## config.mk

```make
export PLATFORM = sky130hd
export DESIGN_NAME = afd_top
export DESIGN_NICKNAME = d
export VERILOG_FILES = /design/src/inc/afd_pkg.sv /design/src/core/afd_top.sv /design/src/core/afd_fifo.sv
export SDC_FILE = /design/constraint.sdc
export NUM_CORES = 1
export LEC_CHECK = 0
export ABC_AREA = 1
export BUFFER_PORTS_ARGS = -buffer_cell sky130_fd_sc_hd__buf_2
export CAP_MARGIN = 20
export CORE_ASPECT_RATIO = 0.75
export CORE_UTILIZATION = 61
export CTS_BUF_LIST = sky130_fd_sc_hd__clkbuf_4 sky130_fd_sc_hd__clkbuf_8
export DETAILED_ROUTE_END_ITERATION = 10
export GPL_TIMING_DRIVEN = 1
export PLACE_DENSITY_LB_ADDON = 0.1
export SLEW_MARGIN = 20
export SYNTH_ARGS = -nofsm -noshare
export SYNTH_HDL_FRONTEND = slang
export SYNTH_SLANG_ARGS = --single-unit
```

## constraint.sdc

```tcl
create_clock -name sys_clk -period 5.5 [get_ports sys_clk]
set_input_delay 0.55 -clock sys_clk [delete_from_list [all_inputs] [get_ports sys_clk]]
set_output_delay 0.55 -clock sys_clk [all_outputs]
set_load 0.01 [all_outputs]
```

## src/inc/afd_pkg.sv

```systemverilog
// shared constants and carrier types of the adaptive dither block
// assumes one 20 MHz clock and an avalon-mm register port
package afd_pkg;

  // ------------------------------------------------------------
  // register map
  // ------------------------------------------------------------
  localparam logic [3:0]  OFS_CTRL    = 4'h0;
  localparam logic [3:0]  OFS_STATUS  = 4'h4;
  localparam int          BIT_PRE_EN  = 0;
  localparam int          BIT_POST_EN = 1;
  localparam int          BIT_DE_ONLY = 2;
  localparam int          BIT_HS_POL  = 3;
  localparam int          BIT_VS_POL  = 4;
  localparam int          BIT_DE_POL  = 5;
  localparam int          CTRL_W      = 6;
  localparam logic [5:0]  CTRL_RST    = 6'h38;

  // ------------------------------------------------------------
  // timing and sizes
  // ------------------------------------------------------------
  localparam logic [7:0]  VBLANK_GAP  = 8'h10;
  localparam int          FIFO_DEPTH  = 8;

  // default pattern for truncated bits 001, index {frame,line,pixel}
  localparam logic [127:0] PAT_G  = 128'h2200_8800_0041_0014_8800_2200_0014_0041;
  localparam logic [127:0] PAT_RB = 128'h2200_8800_1100_4400_8800_2200_4400_1100;

  // ------------------------------------------------------------
  // types
  // ------------------------------------------------------------
  typedef struct packed {
    logic       hs;
    logic       vs;
    logic       de;
    logic [7:0] r;
    logic [7:0] g;
    logic [7:0] b;
  } afd_pix_type;

  typedef struct packed {
    logic [1:0] frame;
    logic [1:0] line;
    logic [2:0] pixel;
  } afd_pos_type;

  typedef enum logic [1:0] {ALG_DEFAULT, ALG_MONO, ALG_SAT, ALG_DARK} afd_alg_type;

  localparam int PIX_W = $bits(afd_pix_type);

endpackage

```

## src/core/afd_top.sv

```systemverilog
// adaptive temporal and spatial dither, before and after the white-balance table
// assumes the table outside answers combinationally to table_addr_q
//
// What this block does
// dithered pixels leave as six bits per channel
// increments toggle across frames for temporal averaging
// increments spread over pixel group, combined spatially
// nine-bit expansion reproduces full 24-bit colour range
// low output bits driven zero while dithering
// dithering enabled only through control register
// two instances, each with its own enable
// pre-table instance feeds the six-bit table input
// post-table instance reduces table output to six
// host programs sync or data-enable-only timing mode
// host programs polarity of each timing signal
// widen eight-bit channel to nine bits first
// pick one of four algorithms, default mostly
// black, white, full on/off use special algorithms
// pattern one adds one, zero leaves unchanged
// three discarded low bits select the pattern
// default 001 pattern, four per thirty-two positions
// frame, line, pixel counters index the pattern
// host enables post-table instance for six-bit sources
`timescale 1ns/1ps
module afd_top
  import afd_pkg::*;
(
  input  wire logic              sys_clk,
  input  wire logic              sys_rst,
  input  wire logic [3:0]        avs_address,
  input  wire logic              avs_read,
  input  wire logic              avs_write,
  input  wire logic [31:0]       avs_writedata,
  output logic [31:0]            avs_readdata,
  output logic                   avs_waitrequest,
  input  wire logic              in_valid,
  output logic                   in_ready,
  input  wire afd_pkg::afd_pix_type in_pix,
  output afd_pkg::afd_pix_type   table_addr_q,
  input  wire afd_pkg::afd_pix_type table_data,
  output logic                   out_valid,
  input  wire logic              out_ready,
  output afd_pkg::afd_pix_type   out_pix
);
  import afd_pkg::*;

  // ------------------------------------------------------------
  // dither arithmetic
  // ------------------------------------------------------------
  function automatic logic [8:0] widen(input logic [7:0] v);
    widen = {v, v[7]};
  endfunction

  function automatic afd_alg_type pick_alg(input afd_pix_type p, input logic [7:0] v);
    logic mono;
    mono = ({p.r, p.g, p.b} == 24'h000000) || ({p.r, p.g, p.b} == 24'hFFFFFF);
    if (mono) begin
      pick_alg = ALG_MONO;
    end else if (v[7:2] == 6'h3F) begin
      pick_alg = ALG_SAT;
    end else if (v[7:2] == 6'h00) begin
      pick_alg = ALG_DARK;
    end else begin
      pick_alg = ALG_DEFAULT;
    end
  endfunction

  function automatic logic [7:0] dither_ch(input afd_pix_type p, input logic [7:0] v,
                                           input afd_pos_type pos, input logic is_g);
    logic [8:0]  wide;
    logic [2:0]  k;
    logic [2:0]  rank;
    logic [6:0]  idx;
    logic        inc;
    afd_alg_type alg;
    wide = widen(v);
    k    = wide[2:0];
    alg  = pick_alg(p, v);
    idx  = {pos.frame, pos.line, pos.pixel};
    rank = 3'(pos.pixel + 3'(3 * pos.line) + 3'(5 * pos.frame) + (is_g ? 3'h2 : 3'h0));
    inc  = 1'b0;
    unique case (alg)
      ALG_DEFAULT: begin
        if (k == 3'h1) begin
          inc = is_g ? PAT_G[idx] : PAT_RB[idx];
        end else begin
          inc = (rank < k);
        end
      end
      ALG_DARK: begin
        // spatial only: no frame flicker near black
        inc = (3'(pos.pixel + 3'(3 * pos.line) + (is_g ? 3'h2 : 3'h0)) < k);
      end
      ALG_MONO: inc = 1'b0;
      ALG_SAT:  inc = 1'b0; // avoids wrap past full scale
    endcase
    dither_ch = {wide[8:3] + 6'(inc), 2'b00};
  endfunction

  function automatic afd_pix_type dither_pix(input afd_pix_type p, input afd_pos_type pos);
    dither_pix   = p;
    dither_pix.r = dither_ch(p, p.r, pos, 1'b0);
    dither_pix.g = dither_ch(p, p.g, pos, 1'b1);
    dither_pix.b = dither_ch(p, p.b, pos, 1'b0);
  endfunction

  // ------------------------------------------------------------
  // register port
  // ------------------------------------------------------------
  logic [CTRL_W-1:0] ctrl_q;
  logic              ack_q;
  logic              req;
  afd_pos_type       pos_q;
  logic              fifo_rd_valid;

  assign req             = avs_read || avs_write;
  assign avs_waitrequest = req && !ack_q;

  always_ff @(posedge sys_clk or posedge sys_rst) begin
    if (sys_rst) begin
      ack_q <= 1'b0;
    end else begin
      ack_q <= req && !ack_q;
    end
  end

  always_ff @(posedge sys_clk or posedge sys_rst) begin
    if (sys_rst) begin
      ctrl_q <= CTRL_RST;
    end else if (avs_write && ack_q && avs_address == OFS_CTRL) begin
      ctrl_q <= avs_writedata[CTRL_W-1:0];
    end
  end

  always_ff @(posedge sys_clk or posedge sys_rst) begin
    if (sys_rst) begin
      avs_readdata <= '0;
    end else if (avs_read && !ack_q) begin
      unique case (avs_address)
        OFS_CTRL:   avs_readdata <= {26'h0, ctrl_q};
        OFS_STATUS: avs_readdata <= {24'h0, fifo_rd_valid, pos_q};
        default:    avs_readdata <= '0;
      endcase
    end
  end

  // ------------------------------------------------------------
  // input buffer and pipeline control
  // ------------------------------------------------------------
  afd_pix_type fifo_rd_data;
  logic        s1_valid_q;
  logic        adv;
  logic        pop;

  assign adv = !out_valid || out_ready;
  assign pop = fifo_rd_valid && adv;

  afd_fifo #(
    .W (PIX_W),
    .D (FIFO_DEPTH)
  ) u_fifo (
    .sys_clk  (sys_clk),
    .sys_rst  (sys_rst),
    .wr_valid (in_valid),
    .wr_ready (in_ready),
    .wr_data  (in_pix),
    .rd_valid (fifo_rd_valid),
    .rd_ready (adv),
    .rd_data  (fifo_rd_data)
  );

  // ------------------------------------------------------------
  // position counters
  // ------------------------------------------------------------
  logic       hs_act;
  logic       vs_act;
  logic       de_act;
  logic       hs_prev_q;
  logic       vs_prev_q;
  logic       de_prev_q;
  logic [7:0] gap_q;
  logic       frame_edge;
  logic       line_edge;

  assign hs_act = fifo_rd_data.hs == ctrl_q[BIT_HS_POL];
  assign vs_act = fifo_rd_data.vs == ctrl_q[BIT_VS_POL];
  assign de_act = fifo_rd_data.de == ctrl_q[BIT_DE_POL];

  always_comb begin
    if (ctrl_q[BIT_DE_ONLY]) begin
      // frame start: active video after a long blank run
      frame_edge = de_act && !de_prev_q && (gap_q >= VBLANK_GAP);
      line_edge  = !de_act && de_prev_q;
    end else begin
      frame_edge = vs_act && !vs_prev_q;
      line_edge  = hs_act && !hs_prev_q;
    end
  end

  always_ff @(posedge sys_clk or posedge sys_rst) begin
    if (sys_rst) begin
      hs_prev_q <= 1'b0;
      vs_prev_q <= 1'b0;
      de_prev_q <= 1'b0;
      gap_q     <= '0;
    end else if (pop) begin
      hs_prev_q <= hs_act;
      vs_prev_q <= vs_act;
      de_prev_q <= de_act;
      if (de_act) begin
        gap_q <= '0;
      end else if (gap_q != 8'hFF) begin
        gap_q <= gap_q + 8'h01;
      end
    end
  end

  always_ff @(posedge sys_clk or posedge sys_rst) begin
    if (sys_rst) begin
      pos_q <= '0;
    end else if (pop) begin
      if (frame_edge) begin
        pos_q.frame <= pos_q.frame + 2'h1;
        pos_q.line  <= '0;
        pos_q.pixel <= de_act ? 3'h1 : 3'h0;
      end else if (line_edge) begin
        pos_q.line  <= pos_q.line + 2'h1;
        pos_q.pixel <= '0;
      end else if (de_act) begin
        pos_q.pixel <= pos_q.pixel + 3'h1;
      end
    end
  end

  // ------------------------------------------------------------
  // stage 1: pre-table dither, drives the table address
  // ------------------------------------------------------------
  afd_pos_type s1_pos_q;
  afd_pos_type cur_pos;

  assign cur_pos = frame_edge ? afd_pos_type'{frame: pos_q.frame + 2'h1, line: 2'h0, pixel: 3'h0}
                              : pos_q;

  always_ff @(posedge sys_clk or posedge sys_rst) begin
    if (sys_rst) begin
      s1_valid_q   <= 1'b0;
      table_addr_q <= '0;
      s1_pos_q     <= '0;
    end else if (adv) begin
      s1_valid_q <= fifo_rd_valid;
      if (fifo_rd_valid) begin
        s1_pos_q <= cur_pos;
        if (ctrl_q[BIT_PRE_EN] && de_act) begin
          table_addr_q <= dither_pix(fifo_rd_data, cur_pos);
        end else begin
          table_addr_q <= fifo_rd_data;
        end
      end
    end
  end

  // ------------------------------------------------------------
  // stage 2: post-table dither to the display
  // ------------------------------------------------------------
  logic s1_de_act;
  assign s1_de_act = table_data.de == ctrl_q[BIT_DE_POL];

  always_ff @(posedge sys_clk or posedge sys_rst) begin
    if (sys_rst) begin
      out_valid <= 1'b0;
    end else if (adv) begin
      out_valid <= s1_valid_q;
    end
  end

  always_ff @(posedge sys_clk or posedge sys_rst) begin
    if (sys_rst) begin
      out_pix <= '0;
    end else if (adv && s1_valid_q) begin
      if (ctrl_q[BIT_POST_EN] && s1_de_act) begin
        out_pix <= dither_pix(table_data, s1_pos_q);
      end else if (ctrl_q[BIT_PRE_EN] || ctrl_q[BIT_POST_EN]) begin
        // any enabled instance keeps the two low bits idle, blanking included
        out_pix   <= table_data;
        out_pix.r <= {table_data.r[7:2], 2'b00};
        out_pix.g <= {table_data.g[7:2], 2'b00};
        out_pix.b <= {table_data.b[7:2], 2'b00};
      end else begin
        out_pix <= table_data;
      end
    end
  end

  // ------------------------------------------------------------
  // checks
  // ------------------------------------------------------------
  a_out_low_zero : assert property (@(posedge sys_clk) disable iff (sys_rst)
    out_valid && (ctrl_q[BIT_PRE_EN] || ctrl_q[BIT_POST_EN]) && $stable(ctrl_q)
      |-> {out_pix.r[1:0], out_pix.g[1:0], out_pix.b[1:0]} == 6'h00)
    else $error("low output bits active while dithering");

  a_pre_low_zero : assert property (@(posedge sys_clk) disable iff (sys_rst)
    $past(adv && fifo_rd_valid && ctrl_q[BIT_PRE_EN] && de_act)
      |-> {table_addr_q.r[1:0], table_addr_q.g[1:0], table_addr_q.b[1:0]} == 6'h00)
    else $error("table address not six bit");

  a_inc_one_max : assert property (@(posedge sys_clk) disable iff (sys_rst)
    $past(adv && s1_valid_q && ctrl_q[BIT_POST_EN] && s1_de_act)
      |-> (out_pix.g[7:2] == $past(table_data.g[7:2]))
       || (out_pix.g[7:2] == $past(table_data.g[7:2]) + 6'h01))
    else $error("increment other than zero or one");

  a_mono_pass : assert property (@(posedge sys_clk) disable iff (sys_rst)
    $past(adv && s1_valid_q && ctrl_q[BIT_POST_EN] && s1_de_act
          && {table_data.r, table_data.g, table_data.b} == 24'hFFFFFF)
      |-> {out_pix.r, out_pix.g, out_pix.b} == 24'hFCFCFC)
    else $error("white pixel dithered");

  a_bypass_both : assert property (@(posedge sys_clk) disable iff (sys_rst)
    $past(adv && s1_valid_q && {ctrl_q[BIT_POST_EN], ctrl_q[BIT_PRE_EN]} == 2'b00)
      |-> out_pix == $past(table_data))
    else $error("pixel altered with both instances off");

  a_frame_step : assert property (@(posedge sys_clk) disable iff (sys_rst)
    pop && frame_edge |=> pos_q.frame == $past(pos_q.frame) + 2'h1 && pos_q.line == 2'h0)
    else $error("frame counter did not advance");

  a_line_step : assert property (@(posedge sys_clk) disable iff (sys_rst)
    pop && line_edge && !frame_edge |=> pos_q.line == $past(pos_q.line) + 2'h1 && pos_q.pixel == 3'h0)
    else $error("line counter did not advance");

  a_bus_answer : assert property (@(posedge sys_clk) disable iff (sys_rst)
    req && avs_waitrequest && !ack_q |=> !avs_waitrequest || !req)
    else $error("bus answer later than one cycle");

  a_ctrl_write : assert property (@(posedge sys_clk) disable iff (sys_rst)
    avs_write && !avs_waitrequest && avs_address == OFS_CTRL
      |=> ctrl_q == $past(avs_writedata[CTRL_W-1:0]))
    else $error("control write lost");

endmodule // afd_top

```

## src/core/afd_fifo.sv

```systemverilog
// small first-in first-out buffer on the pixel path
// assumes a single clock and active-high asynchronous reset
`timescale 1ns/1ps
module afd_fifo #(
  parameter int W = 8,
  parameter int D = 8
) (
  input  wire logic         sys_clk,
  input  wire logic         sys_rst,
  input  wire logic         wr_valid,
  output logic              wr_ready,
  input  wire logic [W-1:0] wr_data,
  output logic              rd_valid,
  input  wire logic         rd_ready,
  output logic [W-1:0]      rd_data
);
  localparam int AW = $clog2(D);

  logic [W-1:0] mem_q [D];
  logic [AW-1:0] wp_q;
  logic [AW-1:0] rp_q;
  logic [AW:0]   cnt_q;
  logic          push;
  logic          pop;

  assign wr_ready = (cnt_q != (AW+1)'(D));
  assign rd_valid = (cnt_q != '0);
  assign push     = wr_valid && wr_ready;
  assign pop      = rd_valid && rd_ready;
  assign rd_data  = mem_q[rp_q];

  always_ff @(posedge sys_clk) begin
    if (push) begin
      mem_q[wp_q] <= wr_data;
    end
  end

  always_ff @(posedge sys_clk or posedge sys_rst) begin
    if (sys_rst) begin
      wp_q  <= '0;
      rp_q  <= '0;
      cnt_q <= '0;
    end else begin
      if (push) begin
        wp_q <= (wp_q == AW'(D-1)) ? '0 : wp_q + 1'b1;
      end
      if (pop) begin
        rp_q <= (rp_q == AW'(D-1)) ? '0 : rp_q + 1'b1;
      end
      cnt_q <= cnt_q + (AW+1)'(push) - (AW+1)'(pop);
    end
  end

  a_no_overflow : assert property (@(posedge sys_clk) disable iff (sys_rst)
    cnt_q <= (AW+1)'(D)) else $error("fifo count past depth");

endmodule // afd_fifo

```

==> reports/metrics.csv, run 1 <==
metric,value,unit
cts_max_path_buffers,3,
syn_avg_cell_area,9.98,um2
crit_family,adder cells,
grt_max_degree,102,
clk_latency,0.61,ns
r2r_end,table_addr_q[22],
combPwrFrac,53.7,%
routed_wl,37300,um
power_per_cell_area,659,mW/mm2
cpMaxStageDelayCell,dfrtp_2,
critPathMaxFanout,6,
cts_tree,built,
synth_cell_type_count,56,
endpoint,table_addr_q[22],
maxSlewViolCount,0,
cp.depth,31,
fmax,192,MHz
syn2layout_area_growth,12.5,%
start_kind,flop,
hold_class,input pin to async pin,
pwr-share-seq,29.6,%
path_buf_inv,3,
end_kind,flop,
tightest_slew,1.06,ns
startpoint,u_fifo.rp_q[0],
worstSetupPathType,flop to flop,
gp_congestion,0.901,
max_stage_delay,0.46,ns
die_w,187,um
maxCapViolCount,0,
dp.cells,2010,
power_frac_clock,16.7,%
first_pass_iters,6,
synth_edf_count,216,
layout.nets,1887,
cts_made_buffers,49,
initial_core_util,62.6,%
ys_seq_area_share,58.2,%
ys_top_cells_by_area,"edfxtp_1 41%, dfrtp_1 16%, nand2_1 6.3%",
status,completed,
final_cells,2104,
switching_share,44.6,%
ctsHoldBuffers,0,
cp.required,6.02,ns
die_h,141,um
final_common_cell,nand2_1,
synth_warnings,0,
finalCritPeriodShare,94.6,%
hold_violations,0,
place.port_buffers,134,
finClkSkew,0.0258,ns
io_pins,185,
synthFlopType,edfxtp_1,
p_leak,7.50,nW
grt_pass1_wl,58600,um
synth_top_area_cell,edfxtp_1,
rows,50,
p_sw,5.19,mW
vias_per_cell,5.59,
grt-ovfl-total,0,
fillers,1862,
synth_top_area_share,41.3,%
crit_top_cell,ha_1,
arrival,5.72,ns
htree_levels,2,
setup_violations,0,
reg2reg_from,u_fifo.rp_q[0],
peakVddDrop,0.356,mV
vias,11800,
hold_slack,0.115,ns
wl_per_cell,17.7,um
cts_sinks,322,
layout_common_cells,"260 x nand2_1, 219 x nor2_1, 216 x edfxtp_1",
first_iter_violations,1053,
synth-seq-cells,322,
intPower,6.44,mW
netlist_instances,1573,
r2r_slack,0.30,ns
clockRootBuffer,clkbuf_8,
coreArea,0.0251,mm2
drc,0,
grt_usage,28.5,%
cts.clk_slew.worst_paths,0.06,ns
ant_nets,0,
die_area,0.0264,mm2
period_needed,5.20,ns
dp_hpwl,23500,um
grt_pass1_vias,11100,
syn_area,0.0157,mm2
slew_headroom,29.1,%
reg2reg_depth,31,
antenna_found_initial,2,
async_flop_share,32.9,%
layout-drive-gt1-share,17.1,%
[cells by family after synthesis]
logic type / after synthesis / share of synthesized area, %
simple gates: 612 / 16.6
flops: 322 / 58.2
compound gates: 318 / 11.3
buf+inv: 218 / 6.33
fa+ha+maj: 62 / 5.03
xor+xnor: 34 / 2.11
mux: 6 / 0.398
other cells: 1 / 0.0239
[flip-flops by register name, summed over array words and instances (netlist names)]
signal        cells
u_fifo.rp_q       3
u_fifo.mem_q    216
s1_pos_q          7
out_pix          27
vs_prev_q         1
hs_prev_q         1
gap_q             8
de_prev_q         1
s1_valid_q        1
u_fifo.wp_q       3
pos_q             7
out_valid         1
ctrl_q            6
table_addr_q     27
avs_readdata      8
ack_q             1
u_fifo.cnt_q      4
[worst min path at each step]
| stage | from | endpoint | slack [ns] |
|---|---|---|---|
| after detailed placement | s1_valid_q | out_valid | 0.45 |
| after global placement | s1_valid_q | out_valid | 0.45 |
| after CTS | sys_rst | out_pix[12] | 0.12 |
| after floorplan | s1_valid_q | out_valid | 0.43 |
| final | sys_rst | s1_pos_q[0] | 0.12 |
| after global routing | table_data[25] | out_pix[25] | 0.16 |
[metrics by stage]
stage / cell area (um2) / setup TNS [ns] / power, mW / util, % / worst slack (ns)
CTS: 17600 / 0 / 11.5 / 70.1 / 0.0121
detailed placement: 16600 / -0.00547 / 9.49 / 66.2 / -0.00547
floorplan: 15800 / 0 / 7.84 / - / 0.689
global route: 17700 / -0.0962 / 12.6 / 70.4 / -0.0677
finish: 17700 / 0 / 11.6 / 70.4 / 0.299
global placement: 16600 / 0 / 9.29 / 66.2 / 0.140
[synth_stat cells (3+ instances only)]
master	instances
a211oi_1	3
mux2i_1	4
buf_4	30
o211ai_1	22
buf_6	6
dfrtp_1	103
nand2_2	10
nor2_1	227
nand4_1	12
nor3_1	15
a21oi_1	33
o21ai_1	20
inv_1	129
inv_2	5
buf_2	14
ha_1	60
edfxtp_1	216
xor2_1	21
xnor2_1	10
o31ai_1	9
o22ai_1	29
nand2_1	262
a31oi_1	11
nor4_1	6
nand3_1	59
o21a_1	4
dfstp_2	3
nand3_2	5
clkbuf_1	33
o221ai_1	3
o21ai_0	175
[worst reg2reg max path: cells and delay by family, from the launching register on]
| kind | cells | cell delay, ns |
|---|---|---|
| adder cells (fa/ha/maj) | 7 | 1.74 |
| AO/OA/AOI/OAI | 5 | 0.64 |
| AND/OR/NAND/NOR | 13 | 1.40 |
| flip-flops | 1 | 0.46 |
| XOR/XNOR | 3 | 0.49 |
| buffers and inverters | 3 | 0.37 |
[power by group through the flow]
| stage | Sequential, mW | Clock [mW] | Combinational, mW |
|---|---|---|---|
| 2_1_floorplan | 3.50 | 0 | 4.34 |
| 3_3_place_gp | 3.47 | 0 | 5.82 |
| 3_5_place_dp | 3.49 | 0 | 6.01 |
| 4_1_cts | 3.44 | 1.98 | 6.05 |
| 5_1_grt | 3.50 | 2.07 | 7.05 |
| 6_report | 3.45 | 1.94 | 6.24 |
[area by class of cell]
| type | instances | area, um2 | share of cell area [%] |
|---|---|---|---|
| Multi-Input combinational cell | 1056 | 5720 | 32.4 |
| Antenna cell | 1 | 2.50 | 0.0142 |
| Tap cell | 338 | 423 | 2.39 |
| Timing Repair Buffer | 166 | 908 | 5.14 |
| Clock inverter | 22 | 146 | 0.829 |
| Clock buffer | 65 | 813 | 4.60 |
| Inverter | 134 | 508 | 2.88 |
| Sequential cell | 322 | 9150 | 51.8 |
[layer usage]
| layer | vias to the layer above | global-route usage [%] | routed length [um] |
|---|---|---|---|
| met5 | - | 0 | 8 |
| met2 | 475 | 44.7 | 17200 |
| met1 | 5542 | 39.9 | 16200 |
| li1 | 5671 | - | - |
| met3 | 78 | 5.78 | 3020 |
| met4 | 2 | 9.84 | 967 |
[timing repair]
action | 4_1_cts | 5_1_grt
buffers inserted | 0 | 6
setup endpoints to repair | 1 | 11
pin swaps | 0 | 3
resized for setup | 1 | 9
Power figures use the tool's default switching activity.
==> run 2, diff against run 1 <==
CELL_PAD_IN_SITES_DETAIL_PLACEMENT = 1   (was unset)
CELL_PAD_IN_SITES_GLOBAL_PLACEMENT = 1   (was unset)
CORE_UTILIZATION = 47   (was 61)
==> run 2 against run 1 <==
Effect of this change: first-iteration DRC count fell by 10%; clock skew rose by 0.012 ns; count of clock-buffer cells in the layout rose by 14; combinational power rose by 5.9%; critical endpoint is now table_addr_q[7]; largest cell class unchanged; critical path type unchanged; worst hold slack improved by 0.020 ns; design area rose by 1.9%.
==> reports/metrics.csv, run 2 (synthesized netlist as in run 1, its figures left out) <==
metric,value,unit,change
die_w,213,um,was 187 um
regArea,0.00915,mm2,unchanged
routed_wl,43800,um,was 37300 um
dp_hpwl,29500,um,was 23500 um
die_h,160,um,was 141 um
diodes,0,,was 1
clk_latency,0.62,ns,was 0.61 ns
path_buf_inv,2,,was 3
initial_core_util,48.1,%,was 62.6%
maxCapViolCount,0,,unchanged
end_kind,flop,,unchanged
preCtsSetupSlack,0.0207,ns,was -0.00547 ns
place.port_buffers,134,,unchanged
syn2layout_area_growth,14.7,%,was 12.5%
grt_pass1_vias,12200,,was 11100
cts_sinks,322,,unchanged
drc,0,,unchanged
start_kind,flop,,unchanged
layout_common_cells,"260 x nand2_1, 218 x nor2_1, 216 x edfxtp_1",,"was 260 x nand2_1, 219 x nor2_1, 216 x edfxtp_1"
worstSetupPathType,flop to flop,,unchanged
fmax,194,MHz,was 192 MHz
first_iter_violations,946,,was 1053
status,completed,,unchanged
io_pins,185,,unchanged
grt_pass1_wl,69000,um,was 58600 um
multi_input_area,0.00576,mm2,was 0.00572 mm2
clockRootBuffer,clkbuf_8,,unchanged
critPathMaxFanout,10,,was 6
cts_max_path_buffers,3,,unchanged
fillers,3736,,was 1862
largest_reg_flops,216,,unchanged
layout-drive-gt1-share,18.5,%,was 17.1%
tightest_slew,1.09,ns,was 1.06 ns
htree_levels,2,,unchanged
p_leak,7.61,nW,was 7.50 nW
hold_class,input pin to flop,,was input pin to async pin
gp_congestion,0.841,,was 0.901
placed_cell_area,0.0168,mm2,was 0.0166 mm2
max_stage_delay,0.46,ns,about the same
vias_per_cell,5.36,,was 5.59
coreArea,0.0327,mm2,was 0.0251 mm2
layout.nets,1895,,was 1887
ant_nets,0,,unchanged
power_per_cell_area,679,mW/mm2,was 659 mW/mm2
die_area,0.0342,mm2,was 0.0264 mm2
wl_per_cell,19.7,um,was 17.7 um
finalCritPeriodShare,93.5,%,was 94.6%
maxSlewViolCount,0,,unchanged
arrival,5.63,ns,was 5.72 ns
setup_violations,0,,unchanged
first_pass_iters,7,,was 6
finClkSkew,0.0376,ns,was 0.0258 ns
cp.required,5.98,ns,was 6.02 ns
slew_headroom,26.9,%,was 29.1%
hold_slack,0.135,ns,was 0.115 ns
rows,57,,was 50
cts_tree,built,,unchanged
grt_max_degree,97,,was 102
grt_usage,26.3,%,was 28.5%
cpMaxStageDelayCell,dfrtp_2,,unchanged
crit_family,simple AND/OR/NAND/NOR gates,,was adder cells
cts_made_buffers,51,,was 49
antenna_found_initial,2,,unchanged
worst_slack,0.355,ns,was 0.299 ns
hold_violations,0,,unchanged
final_common_cell,nand2_1,,unchanged
finalPower,12.2,mW,was 11.6 mW
largest_registers,"u_fifo.mem_q (216), out_pix (27), table_addr_q (27)",,unchanged
regMostFlops,u_fifo.mem_q,,unchanged
fin_area,0.0180,mm2,was 0.0177 mm2
peakVddDrop,0.349,mV,was 0.356 mV
period_needed,5.14,ns,was 5.20 ns
vias,11900,,was 11800
grt-ovfl-total,0,,unchanged
cts.clk_slew.worst_paths,0.07,ns,was 0.06 ns
## run 2: cell count changes in the layout (fill, tap and decap cells not counted), moves of 2 or more
cell,before,now
clkbuf_8,52,56
a21oi_1,31,29
nand3_1,59,57
clkinv_8,2,0
clkinvlp_4,2,0
a21oi_2,2,4
clkinv_1,13,8
buf_4,31,36
nand3_2,5,7
o21ai_1,20,22
o21ai_0,175,173
clkbuf_4,13,23
ha_1,58,56
## run 2: worst paths after layout
path,from,endpoint,slack (ns),depth (start not counted)
max in group asynchronous,sys_rst,u_fifo.cnt_q[0],4.07,4
setup reg to reg,u_fifo.rp_q[0],table_addr_q[7],0.36,32
min in group asynchronous,sys_rst,avs_readdata[0],0.53,3
setup / recovery,u_fifo.rp_q[0],table_addr_q[7],0.36,32
hold / removal,table_data[25],out_pix[25],0.13,3
hold reg to reg,ack_q,ack_q,0.47,1
## run 2: metal layers
layer / vias up / track usage (%) / share of wire [%]
li1: 5684 / - / -
met1: 5883 / 38.2 / 47
met2: 275 / 41.3 / 46
met3: 68 / 4.20 / 5.2
met4: 4 / 6.28 / 1.6
met5: - / 0 / 0.082
## run 2: worst min-delay path: stages
cell and delay (ns):
buf_2 0.07, nand2_1 0.04, nand2_1 0.05
## run 2: what timing repair did
action	CTS	global route
endpoints found under the setup margin	4	11
hold buffers	1	0
buffers inserted	0	4
resized for setup	2	20
endpoints found under the hold margin	36	0
pin swaps	0	11
## run 2: layout make-up
class                   count  share of cell area (%)
inverters                 134                    2.83
flip-flops and latches    322                    50.8
well taps                 442                    3.07
clock buffers              79                    5.24
multi-input cells        1056                    32.0
repair buffers            172                    5.34
clock inverters            16                   0.750
## run 2: report_power, final
group	switching (mW)	total (mW)	leakage, nW	internal [mW]
combinational	4.25	6.61	3.77	2.36
clock	0.964	2.16	0.577	1.19
sequential	0.311	3.47	3.26	3.15
## run 2: per-stage QoR
step	std cells	setup TNS (ns)	util, %
detailed placement	2121	0	51.4
CTS	2217	0	54.8
global route	2221	-0.00877	55.1
floorplan	1596	0	-
finish	2221	0	55.1
global placement	2121	0	51.4
